## src/shared/sradc_pkg.sv

```systemverilog
// Shared constants and types of the serial converter readout block
`default_nettype none

package sradc_pkg;

  // ----------------------------------------------------------------
  // Clock and conversion timing
  // ----------------------------------------------------------------
  localparam int CLK_MHZ       = 100;
  localparam int T_CONV_MIN_NS = 1000;
  localparam int T_CONV_MAX_NS = 2000;
  localparam int T_CONV_NS     = 1500;
  // Least time rounds up, longest time rounds down
  localparam int CONV_MIN_CYC  = (T_CONV_MIN_NS * CLK_MHZ + 999) / 1000;
  localparam int CONV_MAX_CYC  = (T_CONV_MAX_NS * CLK_MHZ) / 1000;

  // ----------------------------------------------------------------
  // Result word and readout counting
  // ----------------------------------------------------------------
  localparam int              RESULT_BITS = 18;
  localparam int              RESULT_MSB  = RESULT_BITS - 1;
  localparam logic [17:0]     RESULT_RST  = 18'h00000;
  localparam logic [4:0]      CNT_ZERO    = 5'h00;
  localparam logic [4:0]      CNT_ONE     = 5'h01;
  localparam logic [4:0]      CNT_LAST    = 5'h12;
  localparam logic [15:0]     TMR_ZERO    = 16'h0000;
  localparam logic [15:0]     TMR_ONE     = 16'h0001;

  // ----------------------------------------------------------------
  // Pin synchroniser lanes
  // ----------------------------------------------------------------
  localparam int SYNC_W    = 3;
  localparam int LANE_CS   = 0;
  localparam int LANE_DIN  = 1;
  localparam int LANE_SCLK = 2;

  // Conversion phase
  typedef enum logic [0:0] {
    ST_ACQ  = 1'b0,
    ST_CONV = 1'b1
  } sradc_state_t;

endpackage : sradc_pkg

`default_nettype wire

```

## src/design/sradc_sync.sv

```systemverilog
// Three-stage pin synchroniser with agreement filter and edge pulses
`default_nettype none
`timescale 1ns/1ps

module sradc_sync
  import sradc_pkg::*;
#(
  parameter int WIDTH = SYNC_W
)
(
  input  wire logic             clk,
  input  wire logic             resetn,
  input  wire logic [WIDTH-1:0] pin_in,
  output var  logic [WIDTH-1:0] lvl,
  output var  logic [WIDTH-1:0] rise,
  output var  logic [WIDTH-1:0] fall
);

  // ----------------------------------------------------------------
  // Per-lane stages
  // ----------------------------------------------------------------
  for (genvar i = 0; i < WIDTH; i++)
  begin : g_lane
    logic s1_r;
    logic s2_r;
    logic s3_r;

    // Shift chain; first stage feeds only the second
    always_ff @(posedge clk or negedge resetn)
    begin
      if (!resetn)
      begin
        s1_r <= 1'b0;
        s2_r <= 1'b0;
        s3_r <= 1'b0;
      end
      else
      begin
        s1_r <= pin_in[i];
        s2_r <= s1_r;
        s3_r <= s2_r;
      end
    end

    // Accept a change once stages two and three agree
    always_ff @(posedge clk or negedge resetn)
    begin
      if (!resetn)
      begin
        lvl[i]  <= 1'b0;
        rise[i] <= 1'b0;
        fall[i] <= 1'b0;
      end
      else
      begin
        rise[i] <= (s2_r == s3_r) && s3_r && !lvl[i];
        fall[i] <= (s2_r == s3_r) && !s3_r && lvl[i];
        if (s2_r == s3_r)
          lvl[i] <= s3_r;
      end
    end
  end

endmodule : sradc_sync

`default_nettype wire

```

## src/design/sradc_conv_timer.sv

```systemverilog
// Fixed-length conversion timer on the internal clock
`default_nettype none
`timescale 1ns/1ps

module sradc_conv_timer
  import sradc_pkg::*;
#(
  parameter int CONV_CYC = 150
)
(
  input  wire logic clk,
  input  wire logic resetn,
  input  wire logic start,
  output var  logic busy,
  output var  logic done
);

  // Load one short: done is registered, so the phase ends as the count runs out
  localparam logic [15:0] TMR_LOAD = 16'(CONV_CYC) - TMR_ONE;

  logic [15:0] cnt_r;

  // ----------------------------------------------------------------
  // Countdown; sclk and start rate never touch it
  // ----------------------------------------------------------------
  always_ff @(posedge clk or negedge resetn)
  begin
    if (!resetn)
    begin
      cnt_r <= TMR_ZERO;
      busy  <= 1'b0;
      done  <= 1'b0;
    end
    else
    begin
      done <= 1'b0;
      if (start && !busy)
      begin
        cnt_r <= TMR_LOAD;
        busy  <= 1'b1;
      end
      else if (busy)
      begin
        cnt_r <= cnt_r - TMR_ONE;
        if (cnt_r == TMR_ONE)
        begin
          busy <= 1'b0;
          done <= 1'b1;
        end
      end
    end
  end

endmodule : sradc_conv_timer

`default_nettype wire

```

## src/design/sradc_readout.sv

```systemverilog
// Conversion sequencing and serial result readout of the converter
// What this block does
// - Data-in high at start selects chip-select mode
// - Data-in low at start selects daisy-chain
// - 3-wire start floats output, samples, converts
// - Conversion end enters acquisition, powers down
// - Start falling after conversion drives MSB
// - Later serial-clock falls present lower bits
// - 3-wire output floats at 18th fall or start
// - Select fall drives MSB; floats at 18/rise
// - Both lines low drives data out low
// - Daisy conversion end loads shifter, drives MSB
// - Daisy clock fall shifts data-in, next bit
// - Powered down acquiring, powers up converting
// - Previous result held for readout during acquisition
// - Conversion length independent of clock and rate
// - Result is a two's complement word
// - Serial clock used only for readout
`default_nettype none
`timescale 1ns/1ps

module sradc_readout
  import sradc_pkg::*;
#(
  parameter int CONV_NS = T_CONV_NS
)
(
  input  wire logic        clk,
  input  wire logic        resetn,
  input  wire logic        conversion_start,
  input  wire logic        din,
  input  wire logic        sclk,
  input  wire logic [17:0] analog_code,
  output var  logic        dout,
  output var  logic        dout_oe,
  output var  logic        analog_powered,
  output var  logic        daisy_mode
);
  localparam int CONV_CYC = (CONV_NS * CLK_MHZ) / 1000;

  // ----------------------------------------------------------------
  // Pin synchronisation
  // ----------------------------------------------------------------
  logic [SYNC_W-1:0] pin_lvl;
  logic [SYNC_W-1:0] pin_rise;
  logic [SYNC_W-1:0] pin_fall;

  sradc_sync #(
    .WIDTH (SYNC_W)
  ) u_sync (
    .clk    (clk),
    .resetn (resetn),
    .pin_in ({sclk, din, conversion_start}),
    .lvl    (pin_lvl),
    .rise   (pin_rise),
    .fall   (pin_fall)
  );

  logic cs_lvl;
  logic cs_rise;
  logic cs_fall;
  logic din_lvl;
  logic din_rise;
  logic din_fall;
  logic sclk_fall;

  assign cs_lvl    = pin_lvl[LANE_CS];
  assign cs_rise   = pin_rise[LANE_CS];
  assign cs_fall   = pin_fall[LANE_CS];
  assign din_lvl   = pin_lvl[LANE_DIN];
  assign din_rise  = pin_rise[LANE_DIN];
  assign din_fall  = pin_fall[LANE_DIN];
  assign sclk_fall = pin_fall[LANE_SCLK];

  // ----------------------------------------------------------------
  // State and datapath registers
  // ----------------------------------------------------------------
  sradc_state_t state_r;
  logic [17:0]  sample_r;
  logic [17:0]  result_r;
  logic [17:0]  shift_r;
  logic [4:0]   bitcnt_r;
  logic         conv_start;
  logic         conv_done;
  logic         read_start;
  logic         read_shift;
  logic         daisy_shift;
  logic         low_drive;

  assign conv_start  = cs_rise && (state_r == ST_ACQ);
  // 3-wire: start falls; 4-wire: select falls with start high
  assign read_start  = (state_r == ST_ACQ) && !daisy_mode && din_lvl && cs_fall
                     || (state_r == ST_ACQ) && !daisy_mode && cs_lvl && din_fall;
  assign read_shift  = (state_r == ST_ACQ) && !daisy_mode && dout_oe && sclk_fall;
  assign daisy_shift = (state_r == ST_ACQ) && daisy_mode && cs_lvl && sclk_fall;
  assign low_drive   = !cs_lvl && !din_lvl;

  // ----------------------------------------------------------------
  // Conversion timing on the internal clock only
  // ----------------------------------------------------------------
  // fixed duration
  sradc_conv_timer #(
    .CONV_CYC (CONV_CYC)
  ) u_timer (
    .clk    (clk),
    .resetn (resetn),
    .start  (conv_start),
    .busy   (),
    .done   (conv_done)
  );

  // ----------------------------------------------------------------
  // Phase sequencing and power
  // ----------------------------------------------------------------
  // phase and power
  always_ff @(posedge clk or negedge resetn)
  begin
    if (!resetn)
    begin
      state_r        <= ST_ACQ;
      analog_powered <= 1'b0;
    end
    else
    begin
      case (state_r)
        ST_ACQ:
        begin
          if (conv_start)
          begin
            state_r        <= ST_CONV;
            analog_powered <= 1'b1;
          end
        end
        ST_CONV:
        begin
          if (conv_done)
          begin
            state_r        <= ST_ACQ;
            analog_powered <= 1'b0;
          end
        end
        default:
        begin
          state_r        <= ST_ACQ;
          analog_powered <= 1'b0;
        end
      endcase
    end
  end

  always_ff @(posedge clk or negedge resetn)
  begin
    if (!resetn)
      daisy_mode <= 1'b0;
    else if (conv_start)
      daisy_mode <= !din_lvl;
  end

  always_ff @(posedge clk or negedge resetn)
  begin
    if (!resetn)
      sample_r <= RESULT_RST;
    else if (conv_start)
      sample_r <= analog_code;
  end

  always_ff @(posedge clk or negedge resetn)
  begin
    if (!resetn)
      result_r <= RESULT_RST;
    else if (conv_done)
      result_r <= sample_r;
  end

  // ----------------------------------------------------------------
  // Shift register and bit counter
  // ----------------------------------------------------------------
  // shifter on sclk falls
  always_ff @(posedge clk or negedge resetn)
  begin
    if (!resetn)
    begin
      shift_r  <= RESULT_RST;
      bitcnt_r <= CNT_ZERO;
    end
    else if (conv_done)
    begin
      shift_r  <= sample_r;
      bitcnt_r <= CNT_ZERO;
    end
    else if (read_start)
    begin
      shift_r  <= result_r;
      bitcnt_r <= CNT_ONE;
    end
    else if (read_shift || daisy_shift)
    begin
      shift_r  <= {shift_r[RESULT_MSB-1:0], din_lvl};
      bitcnt_r <= bitcnt_r + CNT_ONE;
    end
  end

  // ----------------------------------------------------------------
  // Data out pin drive
  // ----------------------------------------------------------------
  // output drive
  always_ff @(posedge clk or negedge resetn)
  begin
    if (!resetn)
    begin
      dout    <= 1'b0;
      dout_oe <= 1'b0;
    end
    else if (low_drive)
    begin
      dout    <= 1'b0;
      dout_oe <= 1'b1;
    end
    else if (conv_start)
      dout_oe <= !din_lvl;
    else if (conv_done && daisy_mode)
      dout <= sample_r[RESULT_MSB];
    else if (daisy_shift)
      dout <= shift_r[RESULT_MSB-1];
    else if (!daisy_mode && (cs_rise || din_rise))
      dout_oe <= 1'b0;
    else if (read_start)
    begin
      dout    <= result_r[RESULT_MSB];
      dout_oe <= 1'b1;
    end
    else if (read_shift)
    begin
      if (bitcnt_r == CNT_LAST)
        dout_oe <= 1'b0;
      else
        dout <= shift_r[RESULT_MSB-1];
    end
  end

  // ----------------------------------------------------------------
  // Checks
  // ----------------------------------------------------------------
  logic [15:0] elapsed_r;

  // Cycles since the conversion began
  always_ff @(posedge clk or negedge resetn)
  begin
    if (!resetn)
      elapsed_r <= TMR_ZERO;
    else if (conv_start)
      elapsed_r <= TMR_ONE;
    else if (state_r == ST_CONV)
      elapsed_r <= elapsed_r + TMR_ONE;
  end

  property p_mode_cs;
    @(posedge clk) disable iff (!resetn)
      conv_start && din_lvl |=> !daisy_mode && !dout_oe;
  endproperty
  a_mode_cs: assert property (p_mode_cs) else $error("chip-select start left output on");

  property p_mode_daisy;
    @(posedge clk) disable iff (!resetn)
      conv_start && !din_lvl |=> daisy_mode && state_r == ST_CONV;
  endproperty
  a_mode_daisy: assert property (p_mode_daisy) else $error("daisy mode not taken");

  property p_power;
    @(posedge clk) disable iff (!resetn)
      conv_start |=> analog_powered throughout (state_r == ST_CONV) [*2];
  endproperty
  a_power: assert property (p_power) else $error("not powered while converting");

  property p_power_down;
    @(posedge clk) disable iff (!resetn)
      conv_done |=> !analog_powered && state_r == ST_ACQ && result_r == $past(sample_r);
  endproperty
  a_power_down: assert property (p_power_down) else $error("no power down at conversion end");

  property p_read_msb;
    @(posedge clk) disable iff (!resetn)
      read_start && !low_drive |=> dout_oe && dout == $past(result_r[RESULT_MSB]);
  endproperty
  a_read_msb: assert property (p_read_msb) else $error("MSB not presented on select");

  property p_float_last;
    @(posedge clk) disable iff (!resetn)
      read_shift && bitcnt_r == CNT_LAST && !low_drive |=> !dout_oe;
  endproperty
  a_float_last: assert property (p_float_last) else $error("output not floated after last bit");

  property p_next_bit;
    @(posedge clk) disable iff (!resetn)
      read_shift && bitcnt_r != CNT_LAST && !low_drive && !din_rise
        |=> dout == $past(shift_r[RESULT_MSB-1]);
  endproperty
  a_next_bit: assert property (p_next_bit) else $error("wrong next bit");

  property p_low_drive;
    @(posedge clk) disable iff (!resetn)
      low_drive |=> dout_oe && !dout;
  endproperty
  a_low_drive: assert property (p_low_drive) else $error("output not driven low");

  property p_daisy_load;
    @(posedge clk) disable iff (!resetn)
      conv_done && daisy_mode && !low_drive |=> shift_r == $past(sample_r) && dout == shift_r[RESULT_MSB];
  endproperty
  a_daisy_load: assert property (p_daisy_load) else $error("daisy load wrong");

  property p_daisy_shift;
    @(posedge clk) disable iff (!resetn)
      daisy_shift && !low_drive |=> shift_r[0] == $past(din_lvl) && dout == shift_r[RESULT_MSB];
  endproperty
  a_daisy_shift: assert property (p_daisy_shift) else $error("daisy shift wrong");

  property p_conv_len;
    @(posedge clk) disable iff (!resetn)
      conv_done |-> elapsed_r >= 16'(CONV_MIN_CYC) && elapsed_r <= 16'(CONV_MAX_CYC);
  endproperty
  a_conv_len: assert property (p_conv_len) else $error("conversion length out of bounds");

endmodule : sradc_readout

`default_nettype wire

```

## config.mk

```make
export PLATFORM = sky130hd
export DESIGN_NAME = sradc_readout
export DESIGN_NICKNAME = d
export VERILOG_FILES = /design/src/shared/sradc_pkg.sv /design/src/design/sradc_sync.sv /design/src/design/sradc_conv_timer.sv /design/src/design/sradc_readout.sv
export SDC_FILE = /design/constraint.sdc
export NUM_CORES = 1
export LEC_CHECK = 0
export BUFFER_PORTS_ARGS = -buffer_cell sky130_fd_sc_hd__buf_2
export CAP_MARGIN = 15
export CORE_MARGIN = 2
export CORE_UTILIZATION = 40
export DETAILED_ROUTE_END_ITERATION = 6
export HOLD_SLACK_MARGIN = 0.1
export PLACE_DENSITY = 0.57
export SLEW_MARGIN = 20
export SYNTH_ARGS = -nofsm -noshare
export SYNTH_HDL_FRONTEND = slang
export SYNTH_HIERARCHICAL = 1
export SYNTH_SLANG_ARGS = --single-unit
```

## constraint.sdc

```tcl
create_clock -name clk -period 3.2 [get_ports clk]
set_clock_uncertainty 0.1 [all_clocks]
set_input_delay 0.64 -clock clk [delete_from_list [all_inputs] [get_ports clk]]
set_output_delay 0.64 -clock clk [all_outputs]
set_load 0.03 [all_outputs]
```

# --- Word-level counts from Yosys, hierarchy flattened ---
# Index checks and enable logic that the tools add are counted.
word_totals:
  wordCells: 123
  output_inout_bits: 4
  ff_bits: 98
  input_bits: 23
classes:
  reduce_logical: 43
  eq_ne: 12
  n_addsub: 2
  n_mux: 36
  n_bitwise: 1
ops:
  columns: ["operator", "n"]
  rows:
  - ["$mux 17", 3]
  - ["$mux 16", 2]
  - ["$mux 1", 26]
  - ["$logic_and 1x1->1", 25]
  - ["$eq 16x1->1 const B", 1]
  - ["$sub 16x1->16 const B", 1]
  - ["$mux 5", 3]
  - ["$reduce_bool 5->1", 3]
  - ["$reduce_and 4->1", 2]
  - ["$logic_not 1->1", 7]
  - ["$add 5x1->5 const B", 1]
  - ["$eq 5x5->1 const B", 1]
  - ["$ne 5x5->1 const B", 1]
  - ["$ne 2x1->1 const B", 2]
  - ["$ne 4x4->1 const B", 1]
  - ["$pmux 1 s2", 2]
  - ["$eq 1x1->1", 3]
  - ["$logic_or 1x1->1", 3]
  - ["$ne 3x1->1 const B", 1]
  - ["$ne 3x2->1 const B", 1]
  - ["$reduce_bool 3->1", 1]
  - ["$ne 2x2->1 const B", 1]
  - ["$reduce_and 2->1", 1]
  - ["$reduce_bool 2->1", 1]
  - ["$not 1->1", 1]

# --- Logic depth before layout (Yosys ltp) ---
# Gate-level depths: netlist of run 1.
depth:
  ltp_word: 11
  ltp_mapped: 7
  depth_no_buf: 6

# --- Cells and area by module ---
# The synthesis of run 1 kept the hierarchy.
by_module_without_submodules:
  columns: ["mod", "area_per_inst_um2", "seq_area_each_um2", "instances", "cells_each"]
  rows:
  - ["sradc_readout", 2869.0, 1576.5, 1, 301]
  - ["sradc_conv_timer", 893.4, 450.4, 1, 85]
  - ["sradc_sync", 630.6, 450.4, 1, 39]

# --- Worst setup path before layout of run 1 ---
# Ideal clock, no wire load.
synth_timing:
  path_kind: "flip-flop to flip-flop"
  start: "register daisy_mode"
  end: "register shift_r[1]"
  arrival_time_ps: 1655
  required_time_ps: 2970
  path_stages_with_launch: 8
  synth_period_minus_slack_ps: 1885
  path_slack_ps: 1315
  setup_time_ps: 130
  path_buffers: 3
  path_cell_list: "dfrtp_1 > buf_4 > nor2_1 > buf_2 > clkbuf_1 > a31oi_1 > o31ai_1 > a2bb2oi_1"
synth_via:
  elab_chain_len: 7
  elab_cells_between_ends: 16
  cone_classes: "mux (2); reduce/logical (14)"
synth_lines:
  columns: ["item", "line_no", "text"]
  rows:
  - ["from (decl)", "sradc_readout.sv:37", "output var logic daisy_mode"]
  - ["from (signal assigned)", "sradc_readout.sv:156", "daisy_mode <= !din_lvl;"]
  - ["$logic_not 1->1", "sradc_readout.sv:92, sradc_readout.sv:93, sradc_readout.sv:94", null]
  - ["$logic_and 1x1->1", "sradc_readout.sv:92, sradc_readout.sv:93, sradc_readout.sv:94", null]
  - ["$logic_and 1x1->1, on equally long branches (2 in a row)", "sradc_readout.sv:92, sradc_readout.sv:93", null]
  - ["$logic_or 1x1->1", "sradc_readout.sv:93", "|| (state_r == ST_ACQ) && !daisy_mode && cs_lvl && din_fall;"]
  - ["$mux 17", "sradc_readout.sv:191", "else if (read_start)"]
  - ["$mux 17", "sradc_readout.sv:186", "else if (conv_done)"]
  - ["to (signal assigned)", "sradc_readout.sv:188", "shift_r <= sample_r;"]
  - ["to (signal assigned)", "sradc_readout.sv:193", "shift_r <= result_r;"]
  - ["to (signal assigned)", "sradc_readout.sv:198", "shift_r <= {shift_r[RESULT_MSB-1:0], din_lvl};"]
  - ["to (decl)", "sradc_readout.sv:81", "logic [17:0] shift_r;"]
# Parallel ways exist; a longest one is shown, timed or not.
# A chain may end at the register's enable or synchronous reset.

# --- Worst setup path in the final report of run 1 ---
layout_timing:
  start: "register u_sync.lvl[1]"
  end: "register shift_r[6]"
layout_via:
  elab_chain_len: 5
  elab_cells_between_ends: 6
  cone_classes: "mux (2); reduce/logical (4)"
layout_lines:
  columns: ["item", "line_no", "text"]
  rows:
  - ["from (decl)", "sradc_sync.sv:14", "output var logic [WIDTH-1:0] lvl,"]
  - ["from (signal, indexed assignment)", "sradc_sync.sv:59", "lvl[i] <= s3_r;"]
  - ["$logic_and 1x1->1 (*) (2 in a row)", "sradc_readout.sv:92", "assign read_start = (state_r == ST_ACQ) && !daisy_mode && din_lvl && cs_fall"]
  - ["$logic_or 1x1->1 (*)", "sradc_readout.sv:93", null]
  - ["$mux 17", "sradc_readout.sv:191", null]
  - ["$mux 17", "sradc_readout.sv:186", null]
# Every way passes the cells marked *; elsewhere a longest branch is shown, timed or not.

==> results of run 1 <==
==> final cells by class <==
class | instances | share of cell area, %
Inverter | 33 | 2.565
Clock inverter | 1 | 0.1813
Tap cell | 140 | 3.627
Clock buffer | 14 | 3.575
Timing Repair Buffer | 38 | 4.611
Sequential cell | 98 | 50.78
Multi-Input combinational cell | 269 | 34.66
==> through the flow <==
step	hold slack (ns)	instance area (µm²)	total power, mW	std cells
2_1_floorplan	0.2312	4349	2.617	422
3_3_place_gp	0.2325	4648	2.847	578
3_5_place_dp	0.2362	4648	2.894	578
4_1_cts	0.2526	4830	3.653	593
5_1_grt	0.2616	4830	3.878	593
6_report	0.2314	4830	3.617	593
==> flip-flops by register name, summed over array words and instances (netlist names), 2 cells and up <==
| signal | count |
|---|---|
| bitcnt_r | 5 |
| result_r | 18 |
| sample_r | 18 |
| shift_r | 17 |
| u_sync/fall | 3 |
| u_sync/g_lane.s1_r | 3 |
| u_sync/g_lane.s2_r | 3 |
| u_sync/g_lane.s3_r | 3 |
| u_sync/lvl | 3 |
| u_sync/rise | 2 |
| u_timer/cnt_r | 16 |
==> critical path: cells and delay by family, from the launching register on <==
| family | cells | cell delay, ns |
|---|---|---|
| simple gates | 1 | 0.45 |
| buf+inv | 1 | 0.26 |
| compound gates | 3 | 0.68 |
| flops | 1 | 0.52 |
==> routing by layer <==
layer | share of wire (%) | wire length (µm)
met1 | 49 | 4305
met2 | 48 | 4240
met5 | 0 | 0
met3 | 2.0 | 178
met4 | 1.2 | 102
==> power breakdown <==
part | leakage [nW] | switching, mW | internal, mW
combinational | 0.910 | 0.463 | 0.408
clock | 0.0928 | 0.408 | 0.345
sequential | 1.23 | 0.328 | 1.66
total | 2.23 | 1.20 | 2.42
==> worst paths after layout <==
kind,from,cells past startpoint,endpoint
max,u_sync/lvl[1],5,shift_r[6]
min,resetn,1,bitcnt_r[4]
max reg2reg,u_sync/lvl[1],5,shift_r[6]
min reg2reg,u_sync/g_lane[1].s1_r,0,u_sync/g_lane[1].s2_r
max in group asynchronous,resetn,2,shift_r[15]
min in group clk,u_sync/g_lane[1].s1_r,0,u_sync/g_lane[1].s2_r
==> results_dict.tcl, run 1 <==
set metrics [dict create \
    rows 38 \
    final_common_cell "dfrtp_1" \
    slew_headroom_pct 49.68 \
    clk_pin_slew_worst_paths_ns 0.09 \
    routed_wl_um 8826 \
    dieArea_mm2 0.01172 \
    max_freq_mhz 476.8 \
    syn-instance-count 422 \
    die_y_um 108.3 \
    grt-busiest-layer "met2" \
    core_mm2 0.01075 \
    min_period_over_period_pct 65.55 \
    globalRouteOverflowTotal 0 \
    tightest_slew_ns 0.7548 \
    finalHoldViolCount 0 \
    rsz0062_at_grt "false" \
    htree_num_levels 3 \
    yosysWarnings 6 \
    worstPathRequired_ns 3.38 \
    io_buffer_count 26 \
    drt_iter0_markers 187 \
    dpl.hpwl_um 5847 \
    clock_path_buffers 2 \
    start_util_pct 40.48 \
    syn_area_mm2 0.004349 \
    cts-hold-fix-buffers 0 \
    grt_antenna_before_repair 0 \
    vias 3073 \
    drive_above_1_share_pct 14.35 \
    dieWidth_um 108.3 \
    ir_drop_mv 0.3251 \
    grt_use_met1_pct 21.46 \
    crit_arrival_ns 2.28 \
    seqCellArea_mm2 0.002452 \
    cp-end-kind "flop" \
    track_usage_pct 16.28 \
    finish.utilization_pct 44.95 \
    grt_pass1_wl_um 14590 \
    power.density_mw_per_mm2 748.8 \
    route.detailed.drc 0 \
    antenna_left 0 \
    p_leak_nw 2.231 \
    clk_latency_ns 0.36 \
    rrSetupSlack_ns 1.10 \
    fillCellCount 1067 \
    cp_max_fo 11 \
    use_met2_pct 25.79 \
    areaGrowthSynthToFinish_pct 11.05 \
    setup_slack_ns 1.103 \
    ctsResizeCount 0 \
    slew_viol_final 0 \
    multi_input_comb_area_mm2 0.001674 \
    root_buffer "clkbuf_8" \
    drtPass1Iterations 4 \
    fin_setup_tns_ns 0 \
    cpPeakStageDelay_ns 0.52 \
    antenna_cells 0 \
    status "complete, no violations" \
    pre_cts_slack_ns 1.129 \
    maxCapViolations 0 \
    critPathLaunchType "flop" \
    syn_area_per_cell_um2 10.31 \
    post-cts-setup-buffers 0 \
    io_pins 27 \
    hold_class "in -> async" \
    final_nets 481 \
    numCtsBuffers 9 \
    drt-wirelength-per-cell_um 14.88 \
    crit_chain "a22o_1 -> and2_1 -> buf_4 -> o31ai_1 -> a2bb2oi_1" \
    clock-sinks 98 \
    finalCriticalPeriod_ns 2.098 \
    crit_type "reg -> reg" \
    crit_slowest_cell "dfrtp_1" \
    grt_pass1_vias 3000 \
    use_met3_pct 3.737 \
    setup_viol 0 \
    syn-num-nets 454 \
    grt_max_degree 62 \
    viasPerCell 5.182 \
    globalplace.congestion 0.7870 \
    layout_common_cells "dfrtp_1, nand2_1, inv_1, buf_2, o21ai_0" \
    cts_tree "built" \
]
No activity file was read; power rests on OpenSTA's default activity.
==> run 2: changes to the inputs <==
--- a/config.mk
+++ b/config.mk
@@ -11,7 +11,7 @@
 export CORE_UTILIZATION = 40
 export DETAILED_ROUTE_END_ITERATION = 6
 export HOLD_SLACK_MARGIN = 0.1
-export PLACE_DENSITY = 0.57
+export PLACE_DENSITY = 0.6
 export SLEW_MARGIN = 20
 export SYNTH_ARGS = -nofsm -noshare
 export SYNTH_HDL_FRONTEND = slang
==> constraint.sdc (replaced) <==
create_clock -name clk -period 1.92 [get_ports clk]
set_clock_uncertainty 0.1 [all_clocks]
set_input_delay 0.384 -clock clk [delete_from_list [all_inputs] [get_ports clk]]
set_output_delay 0.384 -clock clk [all_outputs]
set_load 0.03 [all_outputs]
==> results_dict.tcl, run 2 (synthesized netlist as in run 1, its figures left out) <==
set metrics [dict create \
    finalHoldViolCount 0 \
    drt-wirelength-per-cell_um 14.14 \
    crit_arrival_ns 1.99 \
    numCtsBuffers 9 \
    finish.utilization_pct 47.10 \
    maxCapViolations 0 \
    slew_headroom_pct 69.56 \
    layout_common_cells "dfrtp_1, nand2_1, inv_1, buf_2, o21ai_0" \
    htree_num_levels 3 \
    cpPeakStageDelay_ns 0.46 \
    fin_setup_tns_ns 0 \
    setup_viol 0 \
    grt_pass1_vias 3134 \
    tightest_slew_ns 0.4504 \
    globalRouteOverflowTotal 0 \
    io_pins 27 \
    antenna_cells 0 \
    clock_path_buffers 2 \
    route.detailed.drc 0 \
    viasPerCell 5.117 \
    status "complete, no violations" \
    dpl.hpwl_um 5808 \
    dieArea_mm2 0.01172 \
    cp_max_fo 11 \
    hold_class "in -> reg" \
    rr_endpoint "dout" \
    power.density_mw_per_mm2 1229 \
    rows 38 \
    clk_pin_slew_worst_paths_ns 0.09 \
    cp-end-kind "flop" \
    rsz0062_at_grt "false" \
    grt_antenna_before_repair 0 \
    max_freq_mhz 557.5 \
    rrSetupSlack_ns 0.13 \
    dieWidth_um 108.3 \
    io_buffer_count 26 \
    ir_drop_mv 0.7381 \
    vias 3147 \
    clock-sinks 98 \
    p_leak_nw 2.337 \
    final_common_cell "dfrtp_1" \
    cts_tree "built" \
    start_util_pct 40.48 \
    min_period_over_period_pct 93.42 \
    multi_input_comb_area_mm2 0.001679 \
    routed_wl_um 8695 \
    seqCellArea_mm2 0.002452 \
    reg2reg_depth 5 \
    pre_cts_slack_ns 0.1294 \
    antenna_left 0 \
    globalplace.congestion 0.7923 \
    crit_slowest_cell "dfrtp_1" \
    drt_iter0_markers 109 \
    die_y_um 108.3 \
    worstPathRequired_ns 2.12 \
    holdPathEnd "sample_r[11]" \
    clk_latency_ns 0.37 \
    grt_pass1_wl_um 14920 \
    r2r_start "u_sync/lvl[0]" \
    areaGrowthSynthToFinish_pct 16.37 \
    grt_max_degree 54 \
    critPathLaunchType "flop" \
    core_mm2 0.01075 \
    slew_viol_final 0 \
    fillCellCount 1026 \
    fin_hold_ws_ns 0.1124 \
    post-cts-setup-buffers 0 \
    drtPass1Iterations 5 \
    track_usage_pct 16.10 \
    finalCriticalPeriod_ns 1.794 \
    root_buffer "clkbuf_8" \
    drive_above_1_share_pct 16.21 \
    whs_path_depth 3 \
    setup_slack_ns 0.1263 \
    top_regs "result_r (18), sample_r (18), shift_r (17)" \
    crit_chain "a22o_1 -> buf_4 -> nand4b_1 -> or3b_2 -> mux2i_1" \
    holdCritStartpoint "analog_code[11]" \
    crit_type "reg -> reg" \
    final_nets 502 \
]
-- run 2: routing by layer --
| metal | up-vias | GRT usage, % | wire [µm] |
|---|---|---|---|
| met5 | - | 0 | 0 |
| met1 | 1534 | 21.46 | 4215 |
| met3 | 9 | 3.978 | 290 |
| li1 | 1562 | - | - |
| met4 | 0 | 4.670 | 97 |
| met2 | 42 | 26.15 | 4091 |
-- run 2: repair_timing --
item                       4_1_cts  5_1_grt
hold endpoints to repair        57        0
hold buffers                    13        0
gates resized for setup          0        3
setup endpoints to repair        0       19
-- run 2: worst max-delay path by stage --
stage                  start          end  cells after the start
2_1_floorplan     daisy_mode   shift_r[1]                      7
3_3_place_gp     bitcnt_r[0]         dout                      6
3_5_place_dp   u_sync/lvl[0]         dout                      5
4_1_cts        u_sync/lvl[0]  shift_r[14]                      5
5_1_grt          bitcnt_r[0]         dout                      6
6_report       u_sync/lvl[0]         dout                      5
-- run 2: final cells by class --
cell class	count	area share (%)
clock inverters	6	1.286
repair buffers	59	8.653
well taps	140	3.461
multi-input cells	269	33.18
clock buffers	10	2.522
flip-flops and latches	98	48.45
inverters	33	2.447
-- run 2: critical path, delay by kind of cell (launching register included) --
family                 cells  cell delay (ns)
flip-flops                 1             0.46
multiplexers               1             0.14
AO/OA/AOI/OAI              1             0.28
AND/OR/NAND/NOR            2             0.52
buffers and inverters      1             0.21
-- run 2: stage by stage --
step           power (mW)  instances  area, µm²
5_1_grt             6.673        615       5061
4_1_cts             6.286        615       5056
3_3_place_gp        4.834        586       4733
3_5_place_dp        4.912        586       4733
2_1_floorplan       4.362        422       4349
6_report            6.219        615       5061
-- run 2: power by group --
group | internal, mW | switching, mW
combinational | 0.772 | 0.834
clock | 0.608 | 0.723
sequential | 2.77 | 0.508
total | 4.15 | 2.06
